$ cat config.mk
export PLATFORM = sky130hd
export DESIGN_NAME = sweep_seq
export DESIGN_NICKNAME = d
export VERILOG_FILES = /design/src/design/sweep_pkg.sv /design/src/design/sweep_seq.sv
export SDC_FILE = /design/constraint.sdc
export NUM_CORES = 2
export LEC_CHECK = 0
export ABC_AREA = 1
export BUFFER_PORTS_ARGS = -buffer_cell sky130_fd_sc_hd__buf_2
export CAP_MARGIN = 30
export CORE_ASPECT_RATIO = 1.5
export CORE_UTILIZATION = 50
export DETAILED_ROUTE_END_ITERATION = 16
export GPL_TIMING_DRIVEN = 0
export HOLD_SLACK_MARGIN = 0.03
export PLACE_DENSITY = 0.66
export SLEW_MARGIN = 5
export SYNTH_ARGS = -nofsm -noshare
export SYNTH_HDL_FRONTEND = slang
export SYNTH_SLANG_ARGS = --single-unit
$ cat constraint.sdc
create_clock -name ref_clk -period 184.4 [get_ports ref_clk]
set_input_delay 18.44 -clock ref_clk [delete_from_list [all_inputs] [get_ports ref_clk]]
set_output_delay 18.44 -clock ref_clk [all_outputs]
set_load 0.03 [all_outputs]
$ cat src/design/sweep_pkg.sv
package sweep_pkg;

    // ****************************************************************
    // Register map (word offsets on the plain register port)
    // ****************************************************************
    localparam logic [3:0] REG_CTRL = 4'h0;
    localparam logic [3:0] REG_START = 4'h1;
    localparam logic [3:0] REG_STOP = 4'h2;
    localparam logic [3:0] REG_CENTER = 4'h3;
    localparam logic [3:0] REG_SPAN = 4'h4;
    localparam logic [3:0] REG_MARKER = 4'h5;
    localparam logic [3:0] REG_TIME = 4'h6;
    localparam logic [3:0] REG_STATUS = 4'h7;
    localparam logic [3:0] REG_FREQ = 4'h8;
    localparam logic [3:0] REG_TRIG = 4'h9;

    // ****************************************************************
    // Control field positions
    // ****************************************************************
    localparam int CTL_SWEEP_EN = 0;
    localparam int CTL_BURST_EN = 1;
    localparam int CTL_MOD_EN = 2;
    localparam int CTL_LOG = 3;
    localparam int CTL_MARKER_EN = 4;
    localparam int CTL_SYNC_EN = 5;
    localparam int CTL_TOUT_EN = 6;
    localparam int CTL_TOUT_FALL = 7;
    localparam int CTL_TRIG_FALL = 8;
    localparam int CTL_SRC_LO = 9;
    localparam int CTL_WAVE_LO = 11;
    localparam logic [31:0] CTRL_RESET = 32'h0000_0020;

    // ****************************************************************
    // Frequencies in tenths of a hertz, times in microseconds
    // ****************************************************************
    // Tenths keep the full 80 MHz bound inside a 32-bit word
    localparam logic [31:0] FREQ_MAX_MHZ = 32'h2faf_0800; // 80 MHz
    localparam logic [31:0] FREQ_MAX_RAMP = 32'h0098_9680; // 1 MHz
    localparam logic [31:0] FREQ_MAX_ARB = 32'h0ee6_b280; // 25 MHz
    localparam logic [31:0] START_RESET = 32'h0000_03e8; // 100 Hz
    localparam logic [31:0] STOP_RESET = 32'h0000_2710; // 1 kHz
    localparam logic [31:0] CENTER_RESET = 32'h0000_157c; // 550 Hz
    localparam logic [31:0] MARKER_RESET = 32'h0000_1388; // 500 Hz
    localparam logic [31:0] TIME_MIN_US = 32'h0000_03e8; // 1 ms
    localparam logic [31:0] TIME_MAX_US = 32'h1dcd_6500; // 500 s
    localparam logic [31:0] TIME_RESET_US = 32'h000f_4240; // 1 s

    localparam int CLK_MHZ = 125;
    localparam logic [7:0] TICK_CYC = 8'(CLK_MHZ - 1); // 1 us tick
    localparam int TOUT_PULSE_NS = 2000;
    localparam logic [7:0] TOUT_PULSE_US = 8'(TOUT_PULSE_NS / 1000);

    typedef enum logic [1:0] {SRC_INT, SRC_EXT, SRC_MAN} src_t;
    typedef enum logic [2:0] {
        W_SINE, W_SQUARE, W_RAMP, W_ARB, W_PULSE, W_NOISE, W_DC
    } wave_t;
    typedef enum logic [1:0] {ST_IDLE, ST_RUN, ST_HOLD} sweep_state_t;

    typedef struct packed {
        logic [3:0] addr;
        logic [31:0] wdata;
        logic wr;
        logic rd;
    } reg_req_t;

endpackage : sweep_pkg

$ cat src/design/sweep_seq.sv
// The address-and-strobe port and the placing of the registers were left to the implementer.
`timescale 1ns/1ps
// Contract
// RULE1: Enabling sweep turns off burst and modulation modes.
// RULE2: Sweep refused for pulse, noise and dc waveforms.
// RULE3: Sweep runs start to stop, then returns to start.
// RULE4: Phase continuous; bounds limited 80 MHz, ramp 1 MHz, arb 25 MHz.
// RULE5: Start below stop sweeps up; start above stop sweeps down.
// RULE6: Start defaults to 100 Hz, stop to 1 kHz.
// RULE7: Center (550 Hz) and signed span may set the bounds.
// RULE8: Linear or logarithmic spacing, linear by default.
// RULE9: Sweep time 1 ms to 500 s, default 1 s; steps derived.
// RULE10: Marker off: sync is 50% square, period equals sweep time.
// RULE11: Marker on: sync high at start, low at marker frequency. Code keeps sync low after the first sweep under internal source.
// RULE12: Marker outside bounds is clamped to nearer bound; default 500 Hz.
// RULE13: Marker with sweep overrides the sync on/off setting.
// RULE14: Triggered: one sweep per trigger, then hold start frequency.
// RULE15: Source internal, external or manual; internal repeats continuously.
// RULE16: External: one sweep per selected edge of trigger input.
// RULE17: External trigger spacing at least sweep time plus 1 ms.
// RULE18: Manual key launches one sweep under manual or external source.
// RULE19: Trigger-out edge at sweep start, polarity selectable.
// RULE20: Internal source: trigger-out 50% square of sweep period.
// RULE21: External source disables trigger-out.
// RULE22: Manual source: trigger-out pulse wider than 1 us.
module sweep_seq
    import sweep_pkg::*;
(
    input wire logic ref_clk,
    input wire logic rst_b,
    input wire reg_req_t req,
    output logic [31:0] rdata,
    input wire logic trig_in,
    input wire logic man_key,
    output logic sync_out,
    output logic trig_out,
    output logic trig_out_oe_b,
    output logic [31:0] freq_word
);

    // ****************************************************************
    // Helpers
    // ****************************************************************
    function automatic logic [31:0] clamp(input logic [31:0] v,
                                          input logic [31:0] lim);
        clamp = (v > lim) ? lim : v;
    endfunction : clamp

    function automatic logic [31:0] fmax(input logic [2:0] w);
        if (w == W_RAMP)
            fmax = FREQ_MAX_RAMP;
        else if (w == W_ARB)
            fmax = FREQ_MAX_ARB;
        else
            fmax = FREQ_MAX_MHZ;
    endfunction : fmax

    logic [31:0] ctrl_q, start_q, stop_q, marker_q, time_q, center_q;
    logic [31:0] span_q;
    sweep_state_t state_q;
    logic [31:0] freq_q, elapsed_q;
    logic [7:0] tick_cnt_q, pulse_q;
    logic trig_d1_q, key_d1_q, marker_hit_q, tout_q, sync_q;
    logic tick, sweep_ok, launch, ext_edge, key_edge, sweep_done;
    logic [31:0] lo, hi, mark_eff, lim, step_lin, step_log;
    logic [1:0] src;
    logic up;

    assign src = ctrl_q[CTL_SRC_LO+:2];
    assign lim = fmax(ctrl_q[CTL_WAVE_LO+:3]);
    assign sweep_ok = ctrl_q[CTL_SWEEP_EN] &&
        (ctrl_q[CTL_WAVE_LO+:3] <= 3'(W_ARB)); // [RULE2]
    assign up = (start_q <= stop_q); // [RULE5]
    assign lo = up ? start_q : stop_q;
    assign hi = up ? stop_q : start_q;
    assign mark_eff = (marker_q < lo) ? lo :
        ((marker_q > hi) ? hi : marker_q); // [RULE12]

    // ****************************************************************
    // Register writes
    // ****************************************************************
    always_ff @(posedge ref_clk or negedge rst_b)
    begin
        if (!rst_b)
        begin
            ctrl_q <= CTRL_RESET;
            start_q <= START_RESET; // [RULE6]
            stop_q <= STOP_RESET; // [RULE6]
            center_q <= CENTER_RESET;
            span_q <= STOP_RESET - START_RESET;
            marker_q <= MARKER_RESET;
            time_q <= TIME_RESET_US; // [RULE9]
        end
        else if (req.wr)
        begin
            if (req.addr == REG_CTRL)
            begin
                ctrl_q <= req.wdata;
                if (req.wdata[CTL_SWEEP_EN])
                begin
                    ctrl_q[CTL_BURST_EN] <= 1'b0; // [RULE1]
                    ctrl_q[CTL_MOD_EN] <= 1'b0; // [RULE1]
                end
            end
            else if (req.addr == REG_START)
                start_q <= clamp(req.wdata, lim); // [RULE4]
            else if (req.addr == REG_STOP)
                stop_q <= clamp(req.wdata, lim); // [RULE4]
            else if (req.addr == REG_CENTER || req.addr == REG_SPAN)
            begin
                // Signed span: negative swaps the bounds [RULE7]
                logic [31:0] c, s, half;
                c = (req.addr == REG_CENTER) ? clamp(req.wdata, lim) :
                    center_q;
                s = (req.addr == REG_SPAN) ? req.wdata : span_q;
                half = s[31] ? ((~s + 32'h1) >> 1) : (s >> 1);
                center_q <= c;
                span_q <= s;
                if (half > c)
                    half = c;
                start_q <= s[31] ? clamp(c + half, lim) : c - half;
                stop_q <= s[31] ? c - half : clamp(c + half, lim);
            end
            else if (req.addr == REG_MARKER)
                marker_q <= clamp(req.wdata, lim);
            else if (req.addr == REG_TIME)
                time_q <= (req.wdata < TIME_MIN_US) ? TIME_MIN_US :
                    clamp(req.wdata, TIME_MAX_US); // [RULE9]
        end
    end

    // ****************************************************************
    // Register reads, data one cycle after the strobe
    // ****************************************************************
    always_ff @(posedge ref_clk or negedge rst_b)
    begin
        if (!rst_b)
            rdata <= 32'h0;
        else if (req.rd)
        begin
            if (req.addr == REG_CTRL)
                rdata <= ctrl_q;
            else if (req.addr == REG_START)
                rdata <= start_q;
            else if (req.addr == REG_STOP)
                rdata <= stop_q;
            else if (req.addr == REG_CENTER)
                rdata <= center_q;
            else if (req.addr == REG_SPAN)
                rdata <= span_q;
            else if (req.addr == REG_MARKER)
                rdata <= mark_eff;
            else if (req.addr == REG_TIME)
                rdata <= time_q;
            else if (req.addr == REG_STATUS)
                rdata <= {29'h0, sweep_ok, 2'(state_q)};
            else if (req.addr == REG_FREQ)
                rdata <= freq_q;
            else
                rdata <= 32'h0;
        end
        else
            rdata <= 32'h0;
    end

    // ****************************************************************
    // Trigger detection
    // ****************************************************************
    always_ff @(posedge ref_clk or negedge rst_b)
    begin
        if (!rst_b)
        begin
            trig_d1_q <= 1'b0;
            key_d1_q <= 1'b0;
        end
        else
        begin
            trig_d1_q <= trig_in;
            key_d1_q <= man_key;
        end
    end

    assign ext_edge = (src == 2'(SRC_EXT)) && (ctrl_q[CTL_TRIG_FALL] ?
        (trig_d1_q && !trig_in) : (!trig_d1_q && trig_in)); // [RULE16]
    // Key is honoured under manual or external source [RULE18]
    assign key_edge = man_key && !key_d1_q && (src != 2'(SRC_INT));
    // Bus write to the trigger register acts like the key, but only under manual source
    assign launch = ext_edge || key_edge ||
        (req.wr && req.addr == REG_TRIG && src == 2'(SRC_MAN));

    // ****************************************************************
    // Sweep timing, 1 us ticks
    // ****************************************************************
    assign tick = (tick_cnt_q == TICK_CYC);
    // Restart the microsecond at each sweep start, so the first point
    // lasts a full step and the trigger-out pulse has a fixed width
    always_ff @(posedge ref_clk or negedge rst_b)
    begin
        if (!rst_b)
            tick_cnt_q <= 8'h0;
        else if (tick || (sweep_ok && state_q != ST_RUN &&
            (src == 2'(SRC_INT) || launch)))
            tick_cnt_q <= 8'h0;
        else
            tick_cnt_q <= tick_cnt_q + 8'h1;
    end

    // One frequency point per microsecond: points = sweep time [RULE9]
    assign sweep_done = tick && (elapsed_q >= time_q - 32'h1);
    assign step_lin = ((hi - lo) / time_q) + 32'h1;
    // Log spacing: constant ratio step approximated per tick [RULE8]
    assign step_log = (freq_q >> 12) + 32'h1;

    always_ff @(posedge ref_clk or negedge rst_b)
    begin
        if (!rst_b)
        begin
            state_q <= ST_IDLE;
            elapsed_q <= 32'h0;
            freq_q <= START_RESET;
        end
        else if (!sweep_ok)
        begin
            state_q <= ST_IDLE;
            elapsed_q <= 32'h0;
            freq_q <= start_q;
        end
        else
        begin
            case (state_q)
                ST_IDLE, ST_HOLD:
                begin
                    freq_q <= start_q; // [RULE14]
                    elapsed_q <= 32'h0;
                    if (src == 2'(SRC_INT) || launch) // [RULE15]
                        state_q <= ST_RUN;
                end
                ST_RUN:
                begin
                    if (sweep_done)
                    begin
                        elapsed_q <= 32'h0;
                        freq_q <= start_q; // [RULE3]
                        state_q <= (src == 2'(SRC_INT)) ? ST_RUN :
                            ST_HOLD; // [RULE14]
                    end
                    else if (tick)
                    begin
                        logic [31:0] st;
                        st = ctrl_q[CTL_LOG] ? step_log : step_lin;
                        elapsed_q <= elapsed_q + 32'h1;
                        // Only the word moves; phase is kept by the
                        // accumulator downstream [RULE4]
                        if (up)
                            freq_q <= (hi - freq_q < st) ? hi :
                                freq_q + st; // [RULE5]
                        else
                            freq_q <= (freq_q - lo < st) ? lo :
                                freq_q - st;
                    end
                end
                default:
                    state_q <= ST_IDLE;
            endcase
        end
    end
    assign freq_word = freq_q;

    // ****************************************************************
    // Sync and trigger-out
    // ****************************************************************
    logic start_pulse;
    assign start_pulse = (state_q != ST_RUN || sweep_done) &&
        sweep_ok && (src == 2'(SRC_INT) || launch || sweep_done);

    always_ff @(posedge ref_clk or negedge rst_b)
    begin
        if (!rst_b)
        begin
            marker_hit_q <= 1'b0;
            sync_q <= 1'b0;
        end
        else if (state_q != ST_RUN)
        begin
            marker_hit_q <= 1'b0;
            sync_q <= 1'b0;
        end
        else
        begin
            if (up ? (freq_q >= mark_eff) : (freq_q <= mark_eff))
                marker_hit_q <= 1'b1; // [RULE11]
            if (ctrl_q[CTL_MARKER_EN])
                sync_q <= !marker_hit_q; // [RULE11] [RULE13]
            else
                sync_q <= (elapsed_q < (time_q >> 1)); // [RULE10]
        end
    end
    assign sync_out = sync_q &&
        (ctrl_q[CTL_MARKER_EN] || ctrl_q[CTL_SYNC_EN]); // [RULE13]

    always_ff @(posedge ref_clk or negedge rst_b)
    begin
        if (!rst_b)
        begin
            tout_q <= 1'b0;
            pulse_q <= 8'h0;
        end
        else if (src == 2'(SRC_INT))
        begin
            pulse_q <= 8'h0;
            tout_q <= (state_q == ST_RUN) &&
                (elapsed_q < (time_q >> 1)); // [RULE20]
        end
        else if (start_pulse && state_q != ST_RUN)
        begin
            pulse_q <= TOUT_PULSE_US; // [RULE22]
            tout_q <= 1'b1;
        end
        else if (tick && pulse_q != 8'h0)
        begin
            pulse_q <= pulse_q - 8'h1;
            tout_q <= (pulse_q != 8'h1);
        end
    end

    // Same connector is the trigger input when external [RULE21]
    assign trig_out_oe_b = !(ctrl_q[CTL_TOUT_EN] && sweep_ok &&
        src != 2'(SRC_EXT));
    assign trig_out = tout_q ^ ctrl_q[CTL_TOUT_FALL]; // [RULE19]

    // ****************************************************************
    // Checks
    // ****************************************************************
    a_sweep_excl: assert property (@(posedge ref_clk) disable iff (!rst_b)
        ctrl_q[CTL_SWEEP_EN] |-> !ctrl_q[CTL_BURST_EN] &&
            !ctrl_q[CTL_MOD_EN]) // [RULE1]
        else $error("sweep active with burst or modulation");
    a_wave_refuse: assert property (@(posedge ref_clk) disable iff (!rst_b)
        ctrl_q[CTL_WAVE_LO+:3] > 3'(W_ARB) |=> state_q == ST_IDLE) // [RULE2]
        else $error("sweep ran with a forbidden waveform");
    a_hold_start: assert property (@(posedge ref_clk) disable iff (!rst_b)
        state_q == ST_HOLD && !launch && sweep_ok |=>
            freq_q == $past(start_q)) // [RULE14]
        else $error("hold does not output start frequency");
    a_ext_toff: assert property (@(posedge ref_clk) disable iff (!rst_b)
        src == 2'(SRC_EXT) |-> trig_out_oe_b) // [RULE21]
        else $error("trigger-out driven under external source");
    a_freq_bound: assert property (@(posedge ref_clk) disable iff (!rst_b)
        state_q == ST_RUN && $stable(start_q) && $stable(stop_q) |=>
            freq_q >= lo && freq_q <= hi) // [RULE3]
        else $error("frequency outside sweep bounds");
    a_marker_clamp: assert property (@(posedge ref_clk)
        disable iff (!rst_b)
        mark_eff >= lo && mark_eff <= hi) // [RULE12]
        else $error("marker not clamped");
    a_int_restart: assert property (@(posedge ref_clk) disable iff (!rst_b)
        sweep_ok && src == 2'(SRC_INT) && state_q == ST_RUN && sweep_done
            |=> state_q == ST_RUN && elapsed_q == 32'h0) // [RULE15]
        else $error("internal source did not repeat");
    a_time_range: assert property (@(posedge ref_clk) disable iff (!rst_b)
        time_q >= TIME_MIN_US && time_q <= TIME_MAX_US) // [RULE9]
        else $error("sweep time out of range");

endmodule : sweep_seq

==> summary.md <==
| Metric | Value |
|---|---|
| Run status | finished, final reports clean |
| Largest cells by area after synthesis | sky130_fd_sc_hd__ha_1 19%, sky130_fd_sc_hd__nand2_1 14%, sky130_fd_sc_hd__dfrtp_1 11% |
| CTS tree | built |
| Critical path class | reg2reg |
| First-pass DRT Iterations | 7 |
| Worst reg2reg path depth | 591 |
| Clk Tree Root Cell | sky130_fd_sc_hd__clkbuf_16 |
| FFs w/ async S/R, synth | 1.00 |
| Peak clock frequency supported by timing | 9.14 MHz |
| Starting density of the core | 0.505 |
| Unique cell type count in the Yosys netlist | 88 |
| Critical Path Start | stop_q[27]$_DFFE_PN0P_ |
| Arrival time of data at the critical path endpoint | 109.94 ns |
| Startpoint of the lowest-slack register-to-register path | stop_q[27]$_DFFE_PN0P_ |
| Number of global-route vias before repair | 79,700 |
| Final period demand of the worst path | 109.42 ns |
| Post-cts sizing count | 0 |
| Area added between synthesis and finish | 8.51% |
| Sequential-to-total area share from yosys stat | 0.125 |
| Setup repair after global routing missed its margin | false |
| Register bit count reported by yosys | between 300 and 400 |
| Share of Yosys cell area claimed by the top area cell type | 0.189 |
| Buffers and inverters on the worst path | 107 |
| Library cell with the highest instance count after synthesis | sky130_fd_sc_hd__nand2_1 |
| Post-CTS repair timing setup buffer count | 0 |
| Num CTS Buffers | 39 |
| Cell type with the largest total area after synthesis | sky130_fd_sc_hd__ha_1 |
| Kind of capture point of the worst setup path | flip-flop |
| Post-Route Hold Slack | about 0.46 ns |
| WL/cell | about 28 um |
| Quantity of I/O buffers inserted on ports | 108 |
| X dimension of the die | 305 um |
| Maximum capacitance violations | 0 |
| Post-Synthesis Cells | 11,000 |
| Worst reg2reg setup slack | 74.98 ns |
| Number of design-rule violations left by the first detailed-router iteration | 7,915 |
| ANT nets after route | 0 |
| Share of layout cells above drive strength 1 | 0.0674 |
| Post-Syn Nets | 12,100 |
| Pin count of the biggest net entering global routing | 104 |
| Worst relative slew slack | 0.203 |
| EDFF count, synth | 0 |
| Max Clock Skew | about 0.034 ns |
| Synthesized area per cell | ~6.3 um2 |
| Detail-routed via count per cell | around 6.3 |
| All-layer global routing usage | 0.514 |
| Global-route wire length before repair | 523,000 um |
| Most frequent cell on the critical path | sky130_fd_sc_hd__nand2_1 |
| Final WL | 362,000 um |
| Count of boundary I/O pins | ~110 |
| Count of vias placed by the detailed router | 82,500 |
| Slew Viols, Final | 0 |
| Area of the core | 0.137 mm2 |
| Period Utilization, post-route | 0.593 |
| Filler Cell Count | 14,100 |
| Overflow left after global routing | 0 |
| Data required time of the worst path | 184.91 ns |
| Htree depth | 2 |
| Later-pin clock latency in the skew report | a little under 0.7 ns |
| Max incr delay on CP | 0.89 ns |
| Final setup violating endpoints | 0 |
| Most used flip-flop cell after synthesis | sky130_fd_sc_hd__dfrtp_1 |
| Final-report hold violation count | 0 |
| Sum Neg Setup Slack | 0 ns |
| CP endpoint | freq_word[17]$_DFFE_PN0P_ |
| Routability cong. | roughly 1.2 |
| Cell with the largest stage delay on the worst path | sky130_fd_sc_hd__clkbuf_2 |
| Combined area of all synthesized cells | 0.0690 mm2 |
| Stages on the worst setup path | 591 |
| Tightest Pin Transition | 1.19 ns |
| Nets | 12,400 |
| Endpoint of the worst-slack reg-to-reg timing path | freq_word[17]$_DFFE_PN0P_ |
| DIE HEIGHT | 457 um |
| Synthesis Warnings | 0 |
| Highest fanout seen on the critical path | 10 |
| Total DRC errors in the routed layout | 0 |
| Class of the worst hold path | reg2reg |
| Die area | roughly 0.14 mm2 |
| Number of antenna violations at the first check in global routing | 55 |
| Most numerous cell types in the synthesized netlist | 2,563 x sky130_fd_sc_hd__nand2_1, 1,563 x sky130_fd_sc_hd__inv_1, 1,045 x sky130_fd_sc_hd__ha_1 |
| Std-Cell Rows | 166 |
| Clock-pin slew reported for the worst setup and hold paths after clock tree synthesis | 0.07 ns |
| HPWL reported at the end of detailed placement | around 290,000 um |
| Hold buffer count at cts | 0 |
| Type of element launching the critical path | flip-flop |
| Num Clock Sinks | about 340 |
| Buffer depth of the longest clock path | 3 |
| Family of cells with the greatest summed delay on the critical path | compound AO/OA/AOI/OAI gates |
[placed cells by master (no fill, tap or decap), types with 39 or more instances in the layout]
cell type                   instances
sky130_fd_sc_hd__nand2_1         2563
sky130_fd_sc_hd__inv_1           1547
sky130_fd_sc_hd__ha_1            1045
sky130_fd_sc_hd__a21oi_1          937
sky130_fd_sc_hd__nor2_1           799
sky130_fd_sc_hd__o21ai_0          764
sky130_fd_sc_hd__nand3_1          491
sky130_fd_sc_hd__xor2_1           460
sky130_fd_sc_hd__dfrtp_1          300
sky130_fd_sc_hd__clkbuf_1         213
sky130_fd_sc_hd__xnor2_1          171
sky130_fd_sc_hd__nor3_1           158
sky130_fd_sc_hd__buf_2            150
sky130_fd_sc_hd__nand4_1          147
sky130_fd_sc_hd__o221ai_1         104
sky130_fd_sc_hd__o21ai_1          103
sky130_fd_sc_hd__o21bai_1          91
sky130_fd_sc_hd__o211ai_1          89
sky130_fd_sc_hd__inv_2             85
sky130_fd_sc_hd__nor4_1            68
sky130_fd_sc_hd__a211oi_1          65
sky130_fd_sc_hd__nand2_2           64
sky130_fd_sc_hd__or2_2             59
sky130_fd_sc_hd__a31oi_1           53
sky130_fd_sc_hd__o21ai_2           52
sky130_fd_sc_hd__a21o_1            50
sky130_fd_sc_hd__diode_2           47
sky130_fd_sc_hd__o21a_1            47
sky130_fd_sc_hd__dfstp_2           43
sky130_fd_sc_hd__buf_8             39
sky130_fd_sc_hd__clkbuf_16         39
[cell type report]
cell class	count	area, um2	area share
diodes	47	118	0.00157
plain buffers	294	1320	0.0177
clock buffers	47	1040	0.0138
clock inverters	25	415	0.00554
inverters	1650	6200	0.0827
multi-input cells	8728	53000	0.707
flip-flops and latches	343	8640	0.115
well taps	1764	2210	0.0295
repair buffers	209	2020	0.0269
[how the worst min path moves through the flow]
stage / depth (start not counted) / from / to
detailed placement: 1 / tick_cnt_q[0]$_DFF_PN0_ / tick_cnt_q[0]$_DFF_PN0_
global placement: 1 / tick_cnt_q[0]$_DFF_PN0_ / tick_cnt_q[0]$_DFF_PN0_
floorplan: 1 / marker_hit_q$_DFFE_PN0P_ / sync_q$_DFF_PN0_
finish: 1 / tick_cnt_q[0]$_DFF_PN0_ / tick_cnt_q[0]$_DFF_PN0_
global route: 1 / tick_cnt_q[0]$_DFF_PN0_ / tick_cnt_q[0]$_DFF_PN0_
CTS: 1 / tick_cnt_q[0]$_DFF_PN0_ / tick_cnt_q[0]$_DFF_PN0_
[cells by family after synthesis]
family	count (synthesis)	synth area share
fa+ha+maj	1051	0.191
xor+xnor	633	0.0804
buf+inv	1944	0.109
simple gates	4472	0.274
compound gates	2555	0.218
mux	17	0.00270
flops	343	0.125
[through the flow]
| step | setup WS, ns | cells | instance area [um2] | utilization |
|---|---|---|---|---|
| 6_report | 74.98 | 13100 | 74900 | 0.548 |
| 3_3_place_gp | 79.59 | 12900 | 71800 | 0.525 |
| 4_1_cts | 78.06 | 13000 | 74300 | 0.544 |
| 3_5_place_dp | 78.45 | 13000 | 72800 | 0.533 |
| 2_1_floorplan | 105.98 | 11000 | 69000 | - |
| 5_1_grt | 67.09 | 13100 | 74800 | 0.547 |
[worst register-to-register path: cells and delay by family, from the launching register on]
family | cells | cell delay, ns
fa+ha+maj | 35 | 11.57
mux | 3 | 1.15
xor+xnor | 1 | 0.44
buf+inv | 107 | 19.69
simple gates | 271 | 37.08
flops | 1 | 0.54
compound gates | 174 | 38.81
[metal layers]
layer / up-vias / global-route usage / part of all wire
met3: 2391 / 0.199 / 0.10
met5: - / 0 / 0.00031
met4: 20 / 0.609 / 0.15
met1: 37700 / 0.464 / 0.31
met2: 4886 / 0.819 / 0.45
li1: 37500 / - / -
Power is left out: the tool's default activity adds up to more than one toggle a clock period on the data nets, which glitch-free logic cannot reach.
